## src/verilog/pag_map.vh

```
// register map, field positions and codes of the pwm action qualifier
`ifndef PAG_MAP_VH
`define PAG_MAP_VH

// ==================================================
// register offsets (byte addresses)
`define PAG_OFS_STAMP_A 8'h00
`define PAG_OFS_STAMP_B 8'h04
`define PAG_OFS_CONFIG 8'h08
`define PAG_OFS_ACT_A 8'h0C
`define PAG_OFS_ACT_B 8'h10
`define PAG_OFS_FORCE 8'h14
`define PAG_OFS_STATUS 8'h18

// ==================================================
// config fields
`define PAG_CFG_STAMP_UPD 1:0
`define PAG_CFG_ACT_UPD 3:2
`define PAG_CFG_T0_SEL 6:4
`define PAG_CFG_T1_SEL 9:7
`define PAG_CFG_RESET 10'h3F3

// update methods
`define PAG_UPD_ZERO 2'h0
`define PAG_UPD_PERIOD 2'h1
`define PAG_UPD_SYNC 2'h2
`define PAG_UPD_NOW 2'h3

// ==================================================
// force fields
`define PAG_F_OS_A 1:0
`define PAG_F_OS_B 3:2
`define PAG_F_OS_A_GO 4
`define PAG_F_OS_B_GO 5
`define PAG_F_SU_A 7:6
`define PAG_F_SU_B 9:8
`define PAG_F_SU_TRIG 11:10

// ==================================================
// action codes
`define PAG_ACT_NONE 2'h0
`define PAG_ACT_LOW 2'h1
`define PAG_ACT_HIGH 2'h2
`define PAG_ACT_TOGGLE 2'h3

// ==================================================
// event bit indices
`define PAG_EV_UZ 0
`define PAG_EV_UP 1
`define PAG_EV_UA 2
`define PAG_EV_UB 3
`define PAG_EV_UT0 4
`define PAG_EV_UT1 5
`define PAG_EV_DZ 6
`define PAG_EV_DP 7
`define PAG_EV_DA 8
`define PAG_EV_DB 9
`define PAG_EV_DT0 10
`define PAG_EV_DT1 11

`endif

```

## src/verilog/pag_action.v

```verilog
// priority resolution and action for one output
`timescale 1ns/1ps
`default_nettype none
`include "pag_map.vh"
module pag_action (
   input wire [11:0] i_ev,
   input wire [23:0] i_act,
   input wire i_force,
   input wire [1:0] i_force_act,
   input wire i_level,
   output reg o_next
);
   reg [1:0] sel;

   function [1:0] pick;
      input [23:0] act;
      input integer idx;
      begin
         pick = act[idx*2 +: 2];
      end
   endfunction

   // ==================================================
   // up and down events never coincide, so one chain
   always @* begin
      sel = `PAG_ACT_NONE;
      if (i_force) begin
         sel = i_force_act;
      end else if (i_ev[`PAG_EV_UP]) begin
         sel = pick(i_act, `PAG_EV_UP);
      end else if (i_ev[`PAG_EV_DZ]) begin
         sel = pick(i_act, `PAG_EV_DZ);
      end else if (i_ev[`PAG_EV_UT0]) begin
         sel = pick(i_act, `PAG_EV_UT0);
      end else if (i_ev[`PAG_EV_DT0]) begin
         sel = pick(i_act, `PAG_EV_DT0);
      end else if (i_ev[`PAG_EV_UT1]) begin
         sel = pick(i_act, `PAG_EV_UT1);
      end else if (i_ev[`PAG_EV_DT1]) begin
         sel = pick(i_act, `PAG_EV_DT1);
      end else if (i_ev[`PAG_EV_UB]) begin
         sel = pick(i_act, `PAG_EV_UB);
      end else if (i_ev[`PAG_EV_DB]) begin
         sel = pick(i_act, `PAG_EV_DB);
      end else if (i_ev[`PAG_EV_UA]) begin
         sel = pick(i_act, `PAG_EV_UA);
      end else if (i_ev[`PAG_EV_DA]) begin
         sel = pick(i_act, `PAG_EV_DA);
      end else if (i_ev[`PAG_EV_UZ]) begin
         sel = pick(i_act, `PAG_EV_UZ);
      end else if (i_ev[`PAG_EV_DP]) begin
         sel = pick(i_act, `PAG_EV_DP);
      end
      case (sel)
         `PAG_ACT_LOW: o_next = 1'b0;
         `PAG_ACT_HIGH: o_next = 1'b1;
         `PAG_ACT_TOGGLE: o_next = ~i_level;
         default: o_next = i_level;
      endcase
   end
endmodule // pag_action
`default_nettype wire

```

## src/verilog/pag_shadow.v

```verilog
// shadow and active copy of one register
`timescale 1ns/1ps
`default_nettype none
module pag_shadow #(
   parameter W = 16,
   parameter [W-1:0] RST = {W{1'b0}}
) (
   input wire i_sys_clk,
   input wire i_reset,
   input wire i_wr,
   input wire [W-1:0] i_wdata,
   input wire i_load,
   output reg [W-1:0] o_shadow,
   output reg [W-1:0] o_active
);
   // ==================================================
   // software side copy and timed transfer
   always @(posedge i_sys_clk) begin
      if (i_reset) begin
         o_shadow <= RST;
         o_active <= RST;
      end else begin
         if (i_wr) begin
            o_shadow <= i_wdata;
         end
         if (i_load) begin
            o_active <= o_shadow;
         end
      end
   end
endmodule // pag_shadow
`default_nettype wire

```

## src/verilog/pag_top.v

```verilog
// pwm action qualifier with apb register access
//
// The implementer's own choices: the APB slave port and the placing of the registers.
`timescale 1ns/1ps
`default_nettype none
`include "pag_map.vh"
module pag_top (
   input wire i_sys_clk,
   input wire i_reset,
   // apb slave
   input wire i_psel,
   input wire i_penable,
   input wire i_pwrite,
   input wire [7:0] i_paddr,
   input wire [31:0] i_pwdata,
   output reg [31:0] o_prdata,
   output reg o_pready,
   output reg o_pslverr,
   // from the pwm timer
   input wire [15:0] i_timer_count,
   input wire i_timer_dir_up,
   input wire [15:0] i_timer_period,
   input wire i_zero_match,
   input wire i_period_match,
   input wire i_sync_event,
   // trigger sources
   input wire [2:0] i_fault_event,
   input wire [2:0] i_sync_source,
   // to the dead-time generator
   output reg o_output_a,
   output reg o_output_b,
   output reg [11:0] o_events
);
   // ==================================================
   // declarations
   wire wr_en;
   wire [15:0] stamp_a_sh;
   wire [15:0] stamp_a;
   wire [15:0] stamp_b_sh;
   wire [15:0] stamp_b;
   wire [23:0] act_a_sh;
   wire [23:0] act_a;
   wire [23:0] act_b_sh;
   wire [23:0] act_b;
   reg [9:0] cfg;
   reg [11:0] force_cfg;
   reg os_go_a;
   reg os_go_b;
   reg [11:0] ev_flag;
   reg level_a;
   reg level_b;
   reg su_on_a;
   reg su_on_b;
   reg su_val_a;
   reg su_val_b;
   reg stamp_load;
   reg act_load;
   reg trig_zero;
   reg trig_one;
   reg su_trig;
   reg [11:0] ev;
   reg [31:0] rd_mux;
   reg rd_err;
   reg next_su_val_a;
   reg next_su_val_b;
   wire next_level_a;
   wire next_level_b;
   wire cmp_a;
   wire cmp_b;
   wire up;

   assign wr_en = i_psel & i_penable & o_pready & i_pwrite;
   assign up = i_timer_dir_up;

   // ==================================================
   // shadowed stamps and action settings
   pag_shadow #(.W(16), .RST(16'h0000)) u_stamp_a (
      .i_sys_clk(i_sys_clk),
      .i_reset(i_reset),
      .i_wr(wr_en && i_paddr == `PAG_OFS_STAMP_A),
      .i_wdata(i_pwdata[15:0]),
      .i_load(stamp_load),
      .o_shadow(stamp_a_sh),
      .o_active(stamp_a)
   );
   pag_shadow #(.W(16), .RST(16'h0000)) u_stamp_b (
      .i_sys_clk(i_sys_clk),
      .i_reset(i_reset),
      .i_wr(wr_en && i_paddr == `PAG_OFS_STAMP_B),
      .i_wdata(i_pwdata[15:0]),
      .i_load(stamp_load),
      .o_shadow(stamp_b_sh),
      .o_active(stamp_b)
   );
   pag_shadow #(.W(24), .RST(24'h00_0000)) u_act_a (
      .i_sys_clk(i_sys_clk),
      .i_reset(i_reset),
      .i_wr(wr_en && i_paddr == `PAG_OFS_ACT_A),
      .i_wdata(i_pwdata[23:0]),
      .i_load(act_load),
      .o_shadow(act_a_sh),
      .o_active(act_a)
   );
   pag_shadow #(.W(24), .RST(24'h00_0000)) u_act_b (
      .i_sys_clk(i_sys_clk),
      .i_reset(i_reset),
      .i_wr(wr_en && i_paddr == `PAG_OFS_ACT_B),
      .i_wdata(i_pwdata[23:0]),
      .i_load(act_load),
      .o_shadow(act_b_sh),
      .o_active(act_b)
   );

   // ==================================================
   // shadow transfer moments
   always @* begin
      case (cfg[`PAG_CFG_STAMP_UPD])
         `PAG_UPD_ZERO: stamp_load = i_zero_match;
         `PAG_UPD_PERIOD: stamp_load = i_period_match;
         `PAG_UPD_SYNC: stamp_load = i_sync_event;
         default: stamp_load = 1'b1;
      endcase
      case (cfg[`PAG_CFG_ACT_UPD])
         `PAG_UPD_ZERO: act_load = i_zero_match;
         `PAG_UPD_PERIOD: act_load = i_period_match;
         `PAG_UPD_SYNC: act_load = i_sync_event;
         default: act_load = 1'b1;
      endcase
   end

   // ==================================================
   // trigger sources, chosen apart from the fault handler
   always @* begin
      case (cfg[`PAG_CFG_T0_SEL])
         3'h0, 3'h1, 3'h2:
            trig_zero = i_fault_event[cfg[5:4]];
         3'h3: trig_zero = i_sync_source[0];
         3'h4: trig_zero = i_sync_source[1];
         3'h5: trig_zero = i_sync_source[2];
         default: trig_zero = 1'b0;
      endcase
      case (cfg[`PAG_CFG_T1_SEL])
         3'h0, 3'h1, 3'h2:
            trig_one = i_fault_event[cfg[8:7]];
         3'h3: trig_one = i_sync_source[0];
         3'h4: trig_one = i_sync_source[1];
         3'h5: trig_one = i_sync_source[2];
         default: trig_one = 1'b0;
      endcase
   end

   // ==================================================
   // direction-qualified events
   assign cmp_a = (i_timer_count == stamp_a) &&
                  (stamp_a <= i_timer_period);
   assign cmp_b = (i_timer_count == stamp_b) &&
                  (stamp_b <= i_timer_period);

   always @* begin
      ev = 12'h000;
      ev[`PAG_EV_UZ] = up & i_zero_match;
      ev[`PAG_EV_UP] = up & i_period_match;
      ev[`PAG_EV_UA] = up & cmp_a;
      ev[`PAG_EV_UB] = up & cmp_b;
      ev[`PAG_EV_UT0] = up & trig_zero;
      ev[`PAG_EV_UT1] = up & trig_one;
      ev[`PAG_EV_DZ] = ~up & i_zero_match;
      ev[`PAG_EV_DP] = ~up & i_period_match;
      ev[`PAG_EV_DA] = ~up & cmp_a;
      ev[`PAG_EV_DB] = ~up & cmp_b;
      ev[`PAG_EV_DT0] = ~up & trig_zero;
      ev[`PAG_EV_DT1] = ~up & trig_one;
   end

   // ==================================================
   // per-output resolution
   pag_action u_res_a (
      .i_ev(ev),
      .i_act(act_a),
      .i_force(os_go_a),
      .i_force_act(force_cfg[`PAG_F_OS_A]),
      .i_level(level_a),
      .o_next(next_level_a)
   );
   pag_action u_res_b (
      .i_ev(ev),
      .i_act(act_b),
      .i_force(os_go_b),
      .i_force_act(force_cfg[`PAG_F_OS_B]),
      .i_level(level_b),
      .o_next(next_level_b)
   );

   // ==================================================
   // sustained force engage moment and level
   always @* begin
      case (force_cfg[`PAG_F_SU_TRIG])
         2'h0: su_trig = 1'b1;
         2'h1: su_trig = i_zero_match;
         2'h2: su_trig = i_period_match;
         default: su_trig = i_sync_event;
      endcase
      case (force_cfg[`PAG_F_SU_A])
         `PAG_ACT_LOW: next_su_val_a = 1'b0;
         `PAG_ACT_HIGH: next_su_val_a = 1'b1;
         `PAG_ACT_TOGGLE: next_su_val_a = ~o_output_a;
         default: next_su_val_a = o_output_a;
      endcase
      case (force_cfg[`PAG_F_SU_B])
         `PAG_ACT_LOW: next_su_val_b = 1'b0;
         `PAG_ACT_HIGH: next_su_val_b = 1'b1;
         `PAG_ACT_TOGGLE: next_su_val_b = ~o_output_b;
         default: next_su_val_b = o_output_b;
      endcase
   end

   // ==================================================
   // generator state and outputs
   always @(posedge i_sys_clk) begin
      if (i_reset) begin
         level_a <= 1'b0;
         level_b <= 1'b0;
         su_on_a <= 1'b0;
         su_on_b <= 1'b0;
         su_val_a <= 1'b0;
         su_val_b <= 1'b0;
         o_output_a <= 1'b0;
         o_output_b <= 1'b0;
         o_events <= 12'h000;
      end else begin
         level_a <= next_level_a;
         level_b <= next_level_b;
         o_events <= ev;
         if (force_cfg[`PAG_F_SU_A] == `PAG_ACT_NONE) begin
            su_on_a <= 1'b0;
         end else if (!su_on_a && su_trig) begin
            su_on_a <= 1'b1;
            su_val_a <= next_su_val_a;
         end
         if (force_cfg[`PAG_F_SU_B] == `PAG_ACT_NONE) begin
            su_on_b <= 1'b0;
         end else if (!su_on_b && su_trig) begin
            su_on_b <= 1'b1;
            su_val_b <= next_su_val_b;
         end
         o_output_a <= su_on_a ? su_val_a : next_level_a;
         o_output_b <= su_on_b ? su_val_b : next_level_b;
      end
   end

   // ==================================================
   // apb register writes
   always @(posedge i_sys_clk) begin
      if (i_reset) begin
         cfg <= `PAG_CFG_RESET;
         force_cfg <= 12'h000;
         os_go_a <= 1'b0;
         os_go_b <= 1'b0;
         ev_flag <= 12'h000;
      end else begin
         os_go_a <= 1'b0;
         os_go_b <= 1'b0;
         if (wr_en && i_paddr == `PAG_OFS_CONFIG) begin
            cfg <= i_pwdata[9:0];
         end
         if (wr_en && i_paddr == `PAG_OFS_FORCE) begin
            force_cfg <= i_pwdata[11:0];
            os_go_a <= i_pwdata[`PAG_F_OS_A_GO];
            os_go_b <= i_pwdata[`PAG_F_OS_B_GO];
         end
         // a new event wins over a write-one clear
         if (wr_en && i_paddr == `PAG_OFS_STATUS) begin
            ev_flag <= (ev_flag & ~i_pwdata[15:4]) | ev;
         end else begin
            ev_flag <= ev_flag | ev;
         end
      end
   end

   // ==================================================
   // apb read mux
   always @* begin
      rd_mux = 32'h0000_0000;
      rd_err = 1'b0;
      case (i_paddr)
         `PAG_OFS_STAMP_A: rd_mux[15:0] = stamp_a_sh;
         `PAG_OFS_STAMP_B: rd_mux[15:0] = stamp_b_sh;
         `PAG_OFS_CONFIG: rd_mux[9:0] = cfg;
         `PAG_OFS_ACT_A: rd_mux[23:0] = act_a_sh;
         `PAG_OFS_ACT_B: rd_mux[23:0] = act_b_sh;
         `PAG_OFS_FORCE: rd_mux[11:0] = force_cfg & 12'hFCF;
         `PAG_OFS_STATUS:
            rd_mux[15:0] = {ev_flag, su_on_b, su_on_a,
                            o_output_b, o_output_a};
         default: rd_err = 1'b1;
      endcase
   end

   // ==================================================
   // apb answer, ready registered in the setup cycle, no wait state
   always @(posedge i_sys_clk) begin
      if (i_reset) begin
         o_pready <= 1'b0;
         o_prdata <= 32'h0000_0000;
         o_pslverr <= 1'b0;
      end else begin
         o_pready <= i_psel & ~i_penable;
         if (i_psel && !i_penable) begin
            o_prdata <= i_pwrite ? 32'h0000_0000 : rd_mux;
            o_pslverr <= rd_err;
         end else if (!i_psel) begin
            o_prdata <= 32'h0000_0000;
            o_pslverr <= 1'b0;
         end
      end
   end
endmodule // pag_top
`default_nettype wire
```

## config.mk

```make
export PLATFORM = sky130hd
export DESIGN_NAME = pag_top
export DESIGN_NICKNAME = d
export VERILOG_FILES = /design/src/verilog/pag_action.v /design/src/verilog/pag_shadow.v /design/src/verilog/pag_top.v
export VERILOG_INCLUDE_DIRS = /design/src /design/src/verilog
export SDC_FILE = /design/constraint.sdc
export NUM_CORES = 1
export LEC_CHECK = 0
export BUFFER_PORTS_ARGS = -buffer_cell sky130_fd_sc_hd__buf_2
export CAP_MARGIN = 40
export CORE_MARGIN = 1.5
export CORE_UTILIZATION = 59
export CTS_CLUSTER_DIAMETER = 60
export DETAILED_ROUTE_END_ITERATION = 10
export GPL_ROUTABILITY_DRIVEN = 0
export PLACE_DENSITY = 0.81
export SLEW_MARGIN = 20
export SYNTH_ARGS = -nofsm -noshare
export SYNTH_HDL_FRONTEND = slang
export SYNTH_HIERARCHICAL = 1
export SYNTH_SLANG_ARGS = --single-unit
```

## constraint.sdc

```tcl
create_clock -name i_sys_clk -period 4.3 [get_ports i_sys_clk]
set_input_delay 0.215 -clock i_sys_clk [delete_from_list [all_inputs] [get_ports i_sys_clk]]
set_output_delay 0.215 -clock i_sys_clk [all_outputs]
set_load 0.005 [all_outputs]
```

==> impl_metrics.ini, run 1 <==
[synthesis]
synth-edff-count = 0
yosys_register_bits = 240
ys_async_sr_fraction_pct = 0
yosys.cell_types.count = 64
ys.flop_type = dfxtp_1
syn_area_mm2 = 0.0114
syn_inst = 1202
syn_area_per_cell_um2 = 9.52
ys_seq_area_share_pct = 42.0
yosysWarnings = 6

[worst_hold_path]
hold_path.class = in -> reg
worstHoldStart = i_pwdata[13]

[route]
drt-total-wl_um = 31400
routedWlPerCell_um = 19.8
drc = 0
vias_per_cell = 6.06
drt_first_iter_violations = 900
ant_nets = 0
firstDrtPassIters = 6
num_vias = 9622

[timing]
fin_skew_ps = 12.1
finalCritPeriodShare_pct = 82.5
min_period_ps = 3550
fmax_ghz = 0.282
hold_viol = 0
tns_ps = 0
tightest_slew_ps = 862
setup_viol = 0
slew_violations = 0
slew-limit-headroom_pct = 42.3
rsz0062_at_grt = false

[global_route]
antenna_found_initial = 1
first_global_vias = 8893
grt_overflow_total = 0
grt_pass1_wl_um = 48600
grt_max_degree = 78
grt_usage_pct = 31.0

[floorplan]
core-area_mm2 = 0.0189
io_pins = 135
die_h_um = 142
die_x_um = 142
core.rowCount = 50
initial_core_util_pct = 60.6
die-area_mm2 = 0.0202

[cells_and_area]
areaGrowthSynthToFinish_pct = 13.3
diodes = 0
final_nets = 1430
n_fill_cell = 1464
final_cell_mix = dfxtp_1 (240), nor2_1 (196), mux2i_1 (176), buf_2 (118), nand2_1 (85)
layout.cells.most_common = dfxtp_1
drive_above_1_share_pct = 17.3

[clock_tree]
cts_tree = built
cts.sinks = 240
clk_path_buf_depth = 3
worstSkewPairLatency_ps = 520
clk_pin_slew_worst_paths_ps = 60
root_buffer = clkbuf_16
cts-htree-levels = 1
cts.repair.resized = 0
cts_buffers = 24

[worst_setup_path]
worstReg2RegStart = u_stamp_b/o_active[15]
path_class = reg -> reg
crit_path_start = u_stamp_b/o_active[15]
cp_data_arrival_time_ps = 3930
worst_ep_required_time_ps = 4680
cp-end-kind = flop
start_kind = flop
cp_max_fo = 10

[place]
hpwl_um = 22600
port_buffers = 118

[pwr]
power_mw = 4.66
power.density_mw_per_mm2 = 359
p_leak_nw = 5.34
peakVddDrop_mv = 0.258

[run]
maxCapViolCount = 0

[status]
status = complete, no violations
[report_power, final]
part           switching, mW  internal, mW  total (mW)
logic                  0.175        0.0992       0.274
registers            0.00506          2.23        2.24
clock network          0.865          1.29        2.15
total                   1.05          3.62        4.66
[cell type report]
cell class / instances / area [um^2] / share of cell area [%]
clock inverter: 6 / 57.6 / 0.444
timing repair buffer: 150 / 898 / 6.93
clock buffer: 37 / 771 / 5.94
inverter: 25 / 93.8 / 0.723
tap: 260 / 325 / 2.51
multi-input combinational: 870 / 6020 / 46.4
sequential: 240 / 4800 / 37.0
[worst max-delay path: stages (launching register included)]
cell	delay, ps
dfxtp_1	330
ha_1	330
nand4_1	220
nor3_1	360
a21boi_0	230
o41a_1	470
nor2_1	260
nor3b_1	200
o31a_1	320
a2111oi_2	320
a221oi_2	170
mux2i_1	150
nor2_1	50
[metrics by stage]
step / std cells / area, um^2 / util, % / worst slack [ps] / hold slack (ps)
2_1_floorplan: 1209 / 11500 / - / 1110 / 287
3_3_place_gp: 1532 / 12000 / 63.5 / 973 / 434
3_5_place_dp: 1536 / 12100 / 63.8 / 854 / 439
4_1_cts: 1588 / 13000 / 68.7 / 860 / 3.72
5_1_grt: 1588 / 13000 / 68.7 / 479 / 19.1
6_report: 1588 / 13000 / 68.7 / 751 / 9.33
[layer usage]
layer	up-vias	GRT usage, %	routed length [um]
li1	4471	-	-
met1	4565	43.7	13600
met2	500	47.6	13700
met3	84	5.72	3090
met4	2	11.0	988
met5	-	0	11
[kinds of logic after synthesis]
family	count (synthesis)	synth area share [%]
AND/OR/NAND/NOR	413	16.8
flip-flops	240	42.0
AO/OA/AOI/OAI	195	12.1
multiplexers	190	17.1
buffers and inverters	99	6.00
adder cells (fa/ha/maj)	32	3.50
XOR/XNOR	32	2.45
other	1	0.0328
[state kept, by name, summed over array words and instances, names as in the netlist, 10 cells and up]
name / count
u_act_b/o_shadow: 24
cfg: 10
u_stamp_b/o_active: 16
ev_flag: 12
u_stamp_b/o_shadow: 16
o_prdata: 24
u_stamp_a/o_shadow: 16
u_act_b/o_active: 24
force_cfg: 10
u_stamp_a/o_active: 16
u_act_a/o_shadow: 24
o_events: 12
u_act_a/o_active: 24
[cells in the mapped netlist, types with 17 or more instances]
cell	instances	share of area (%)
dfxtp_1	240	42
nand2b_1	17	0.93
o21ai_0	26	1.1
clkbuf_1	30	0.98
a22oi_1	31	2.0
a211oi_1	17	1.1
nor2b_1	18	0.98
ha_1	32	3.5
nor2_1	196	6.4
mux2i_1	176	15
inv_1	25	0.82
nand2_1	85	2.8
a21oi_1	48	2.1
[timing repair]
action	4_1_cts	5_1_grt
hold buffers	9	0
hold endpoints to repair	17	0
setup buffers	0	0
[final timing paths]
check,to,slack [ps],depth (start not counted)
max,o_output_b,750,12
min,u_stamp_a/o_shadow[13],9,3
max reg2reg,o_output_b,750,12
min reg2reg,o_prdata[13],450,2
Power figures use the tool's default switching activity.
==> run 2, diff against run 1 <==
--- a/config.mk
+++ b/config.mk
@@ -6,14 +6,15 @@
 export SDC_FILE = /design/constraint.sdc
 export NUM_CORES = 1
 export LEC_CHECK = 0
+export ABC_AREA = 1
 export BUFFER_PORTS_ARGS = -buffer_cell sky130_fd_sc_hd__buf_2
 export CAP_MARGIN = 40
 export CORE_MARGIN = 1.5
-export CORE_UTILIZATION = 59
+export CORE_UTILIZATION = 54
 export CTS_CLUSTER_DIAMETER = 60
 export DETAILED_ROUTE_END_ITERATION = 10
 export GPL_ROUTABILITY_DRIVEN = 0
-export PLACE_DENSITY = 0.81
+export PLACE_DENSITY = 0.77
 export SLEW_MARGIN = 20
 export SYNTH_ARGS = -nofsm -noshare
 export SYNTH_HDL_FRONTEND = slang
==> constraint.sdc (replaced) <==
create_clock -name i_sys_clk -period 3 [get_ports i_sys_clk]
set_input_delay 0.15 -clock i_sys_clk [delete_from_list [all_inputs] [get_ports i_sys_clk]]
set_output_delay 0.15 -clock i_sys_clk [all_outputs]
set_load 0.005 [all_outputs]
==> impl_metrics.ini, run 2 <==
[status]
status = complete, no violations

[synthesis]
ys_top_cells_by_area = dfxtp_1 (38%), nand2_1 (18%), nor2_1 (12%)
muxShareOfSynthArea_pct = 0
yosys.area_share.adder_pct = 3.17
synth_most_common_cell = nand2_1
yosys_register_bits = 240
synth-edff-count = 0
synth.cells.most_frequent = nand2_1 (589), nor2_1 (418), inv_1 (291), dfxtp_1 (240), nand3_1 (116)
synth_xor_area_share_pct = 1.74
yosys.cell_types.count = 36
syn_area_per_cell_um2 = 6.31
synth_top_area_share_pct = 38.1
synth_area_leader_cell = dfxtp_1
syn_inst = 1998
ys.flop_type = dfxtp_1
syn_area_mm2 = 0.0126
synth_top_family_by_area = simple AND/OR/NAND/NOR gates
ys_async_sr_fraction_pct = 0
synthSimpleGateAreaFrac_pct = 37.2
synth_compound_area_share_pct = 6.36
yosysWarnings = 6
ys_seq_area_share_pct = 38.1

[clock_tree]
cts.sinks = 240
root_buffer = clkbuf_16
clk_path_buf_depth = 3
worstSkewPairLatency_ps = 540
clk_pin_slew_worst_paths_ps = 60
cts-htree-levels = 1
cts_tree = built
cts_buffers = 26

[floorplan]
io_pins = 135
initial_core_util_pct = 55.4
core.rowCount = 55
die_x_um = 156
die_h_um = 156
die-area_mm2 = 0.0243
core-area_mm2 = 0.0228

[worst_setup_path]
cpPeakStageDelay_ps = 340
cp-end-kind = flop
path_depth = 25
path_delay_family = simple AND/OR/NAND/NOR gates
slowest_stage = dfxtp_2
cp_num_buf_inv = 2
reg2regPathDepth = 25
worst_ep_required_time_ps = 3470
path_common_cell = nand2_1
start_kind = flop
path_class = reg -> reg
cp_data_arrival_time_ps = 3260
cp_max_fo = 4

[timing]
slew_violations = 0
min_period_ps = 2790
slew-limit-headroom_pct = 55.9
hold_viol = 0
fmax_ghz = 0.359
setup_viol = 0
rsz0062_at_grt = true
finalCritPeriodShare_pct = 92.9
fin_skew_ps = 19.8
tightest_slew_ps = 661

[global_route]
antenna_found_initial = 1
grt_usage_pct = 30.3
grt_overflow_total = 0
first_global_vias = 11434
grt_pass1_wl_um = 58300
grt_max_degree = 97

[place]
dpl_cell_area_mm2 = 0.0134
hpwl_um = 26600
port_buffers = 118

[pwr]
power_mw = 7.02
power.density_mw_per_mm2 = 482
p_leak_nw = 7.17
peakVddDrop_mv = 0.458

[route]
ant_nets = 0
num_vias = 12606
vias_per_cell = 5.15
routedWlPerCell_um = 15.1
drt_first_iter_violations = 1342
drt-total-wl_um = 36900
drc = 0
firstDrtPassIters = 5

[cells_and_area]
layout.cells.most_common = nand2_1
multi_input_area_mm2 = 0.00628
areaGrowthSynthToFinish_pct = 15.4
final_nets = 2236
n_fill_cell = 2114
drive_above_1_share_pct = 12.2
fin_area_mm2 = 0.0146
regArea_mm2 = 0.00482
final_cell_mix = nand2_1 (585), nor2_1 (413), inv_1 (288), dfxtp_1 (232), buf_2 (118)

[worst_hold_path]
hold_path.class = in -> reg
whs_path_depth = 5

[run]
maxCapViolCount = 0
==> run 2: changes by cell type in the layout (fill, tap and decap cells not counted), sizes merged, moves of 16 or more <==
cell / change
nand2: +510
inv: +276
nor2: +229
mux2i: -176
nand3: +105
a21oi: +33
a22oi: -31
o21ai: +20
nor2b: -18
a211oi: -17
nand2b: -17
xor2: -16
==> run 2: report_power, final <==
| group | total, mW | switching [mW] | leakage (nW) | internal (mW) |
|---|---|---|---|---|
| registers | 3.26 | 0.0268 | 1.95 | 3.23 |
| logic | 0.551 | 0.357 | 4.79 | 0.194 |
| clock network | 3.21 | 1.33 | 0.427 | 1.88 |
==> run 2: stage by stage <==
| step | hold slack, ps | instances | setup TNS [ps] | util, % | setup slack [ps] |
|---|---|---|---|---|---|
| 2_1_floorplan | 239 | 2005 | 0 | - | 562 |
| 4_1_cts | 0.415 | 2448 | 0 | 63.4 | 33.5 |
| 6_report | 7.25 | 2450 | 0 | 63.9 | 213 |
| 3_5_place_dp | 455 | 2383 | 0 | 58.8 | 14.2 |
| 3_3_place_gp | 448 | 2379 | 0 | 58.4 | 99.2 |
| 5_1_grt | 3.25 | 2450 | -74.2 | 63.9 | -52.6 |
==> run 2: worst paths after layout <==
check,startpoint,to,slack [ps]
hold / removal,i_pwdata[10],u_stamp_b/o_shadow[10],7
setup reg to reg,u_stamp_a/o_active[13],o_output_b,210
setup / recovery,u_stamp_a/o_active[13],o_output_b,210
hold reg to reg,o_prdata[10],o_prdata[10],460
==> run 2: area by class of cell <==
class / instances / area share, %
Antenna cell: 1 / 0.0172
Clock buffer: 37 / 5.31
Clock inverter: 10 / 0.610
Inverter: 301 / 7.76
Multi-Input combinational cell: 1382 / 43.1
Sequential cell: 240 / 33.1
Tap cell: 313 / 2.69
Timing Repair Buffer: 166 / 7.38
==> run 2: cell families after synthesis <==
| logic type | after synthesis |
|---|---|
| buffers and inverters | 383 |
| AOI/OAI and AO/OA | 148 |
| DFF | 240 |
| adders and majority gates | 32 |
| xor gates and xnor gates | 25 |
| other | 1 |
| and+or+nand+nor | 1169 |
==> run 2: worst min-delay path, stage by stage <==
cell     delay, ps
buf_2          160
inv_1           70
nand2_1         40
nand2_1         50
nor2_1          30
==> run 2: repair_timing <==
item,CTS,global route
pin swaps,0,13
setup endpoints to repair,1,4
hold buffers,18,0
setup buffers,0,1
endpoints found under the hold margin,42,0
gates resized for setup,2,34
==> run 2: routing by layer <==
| metal | share of wire (%) | up-vias | wire length [um] | global-route usage, % |
|---|---|---|---|---|
| li1 | - | 6255 | - | - |
| met1 | 44 | 5691 | 16200 | 42.7 |
| met2 | 43 | 567 | 15900 | 46.8 |
| met3 | 9.3 | 93 | 3450 | 4.31 |
| met4 | 3.7 | 0 | 1370 | 11.7 |
| met5 | 0 | - | 0 | 0 |
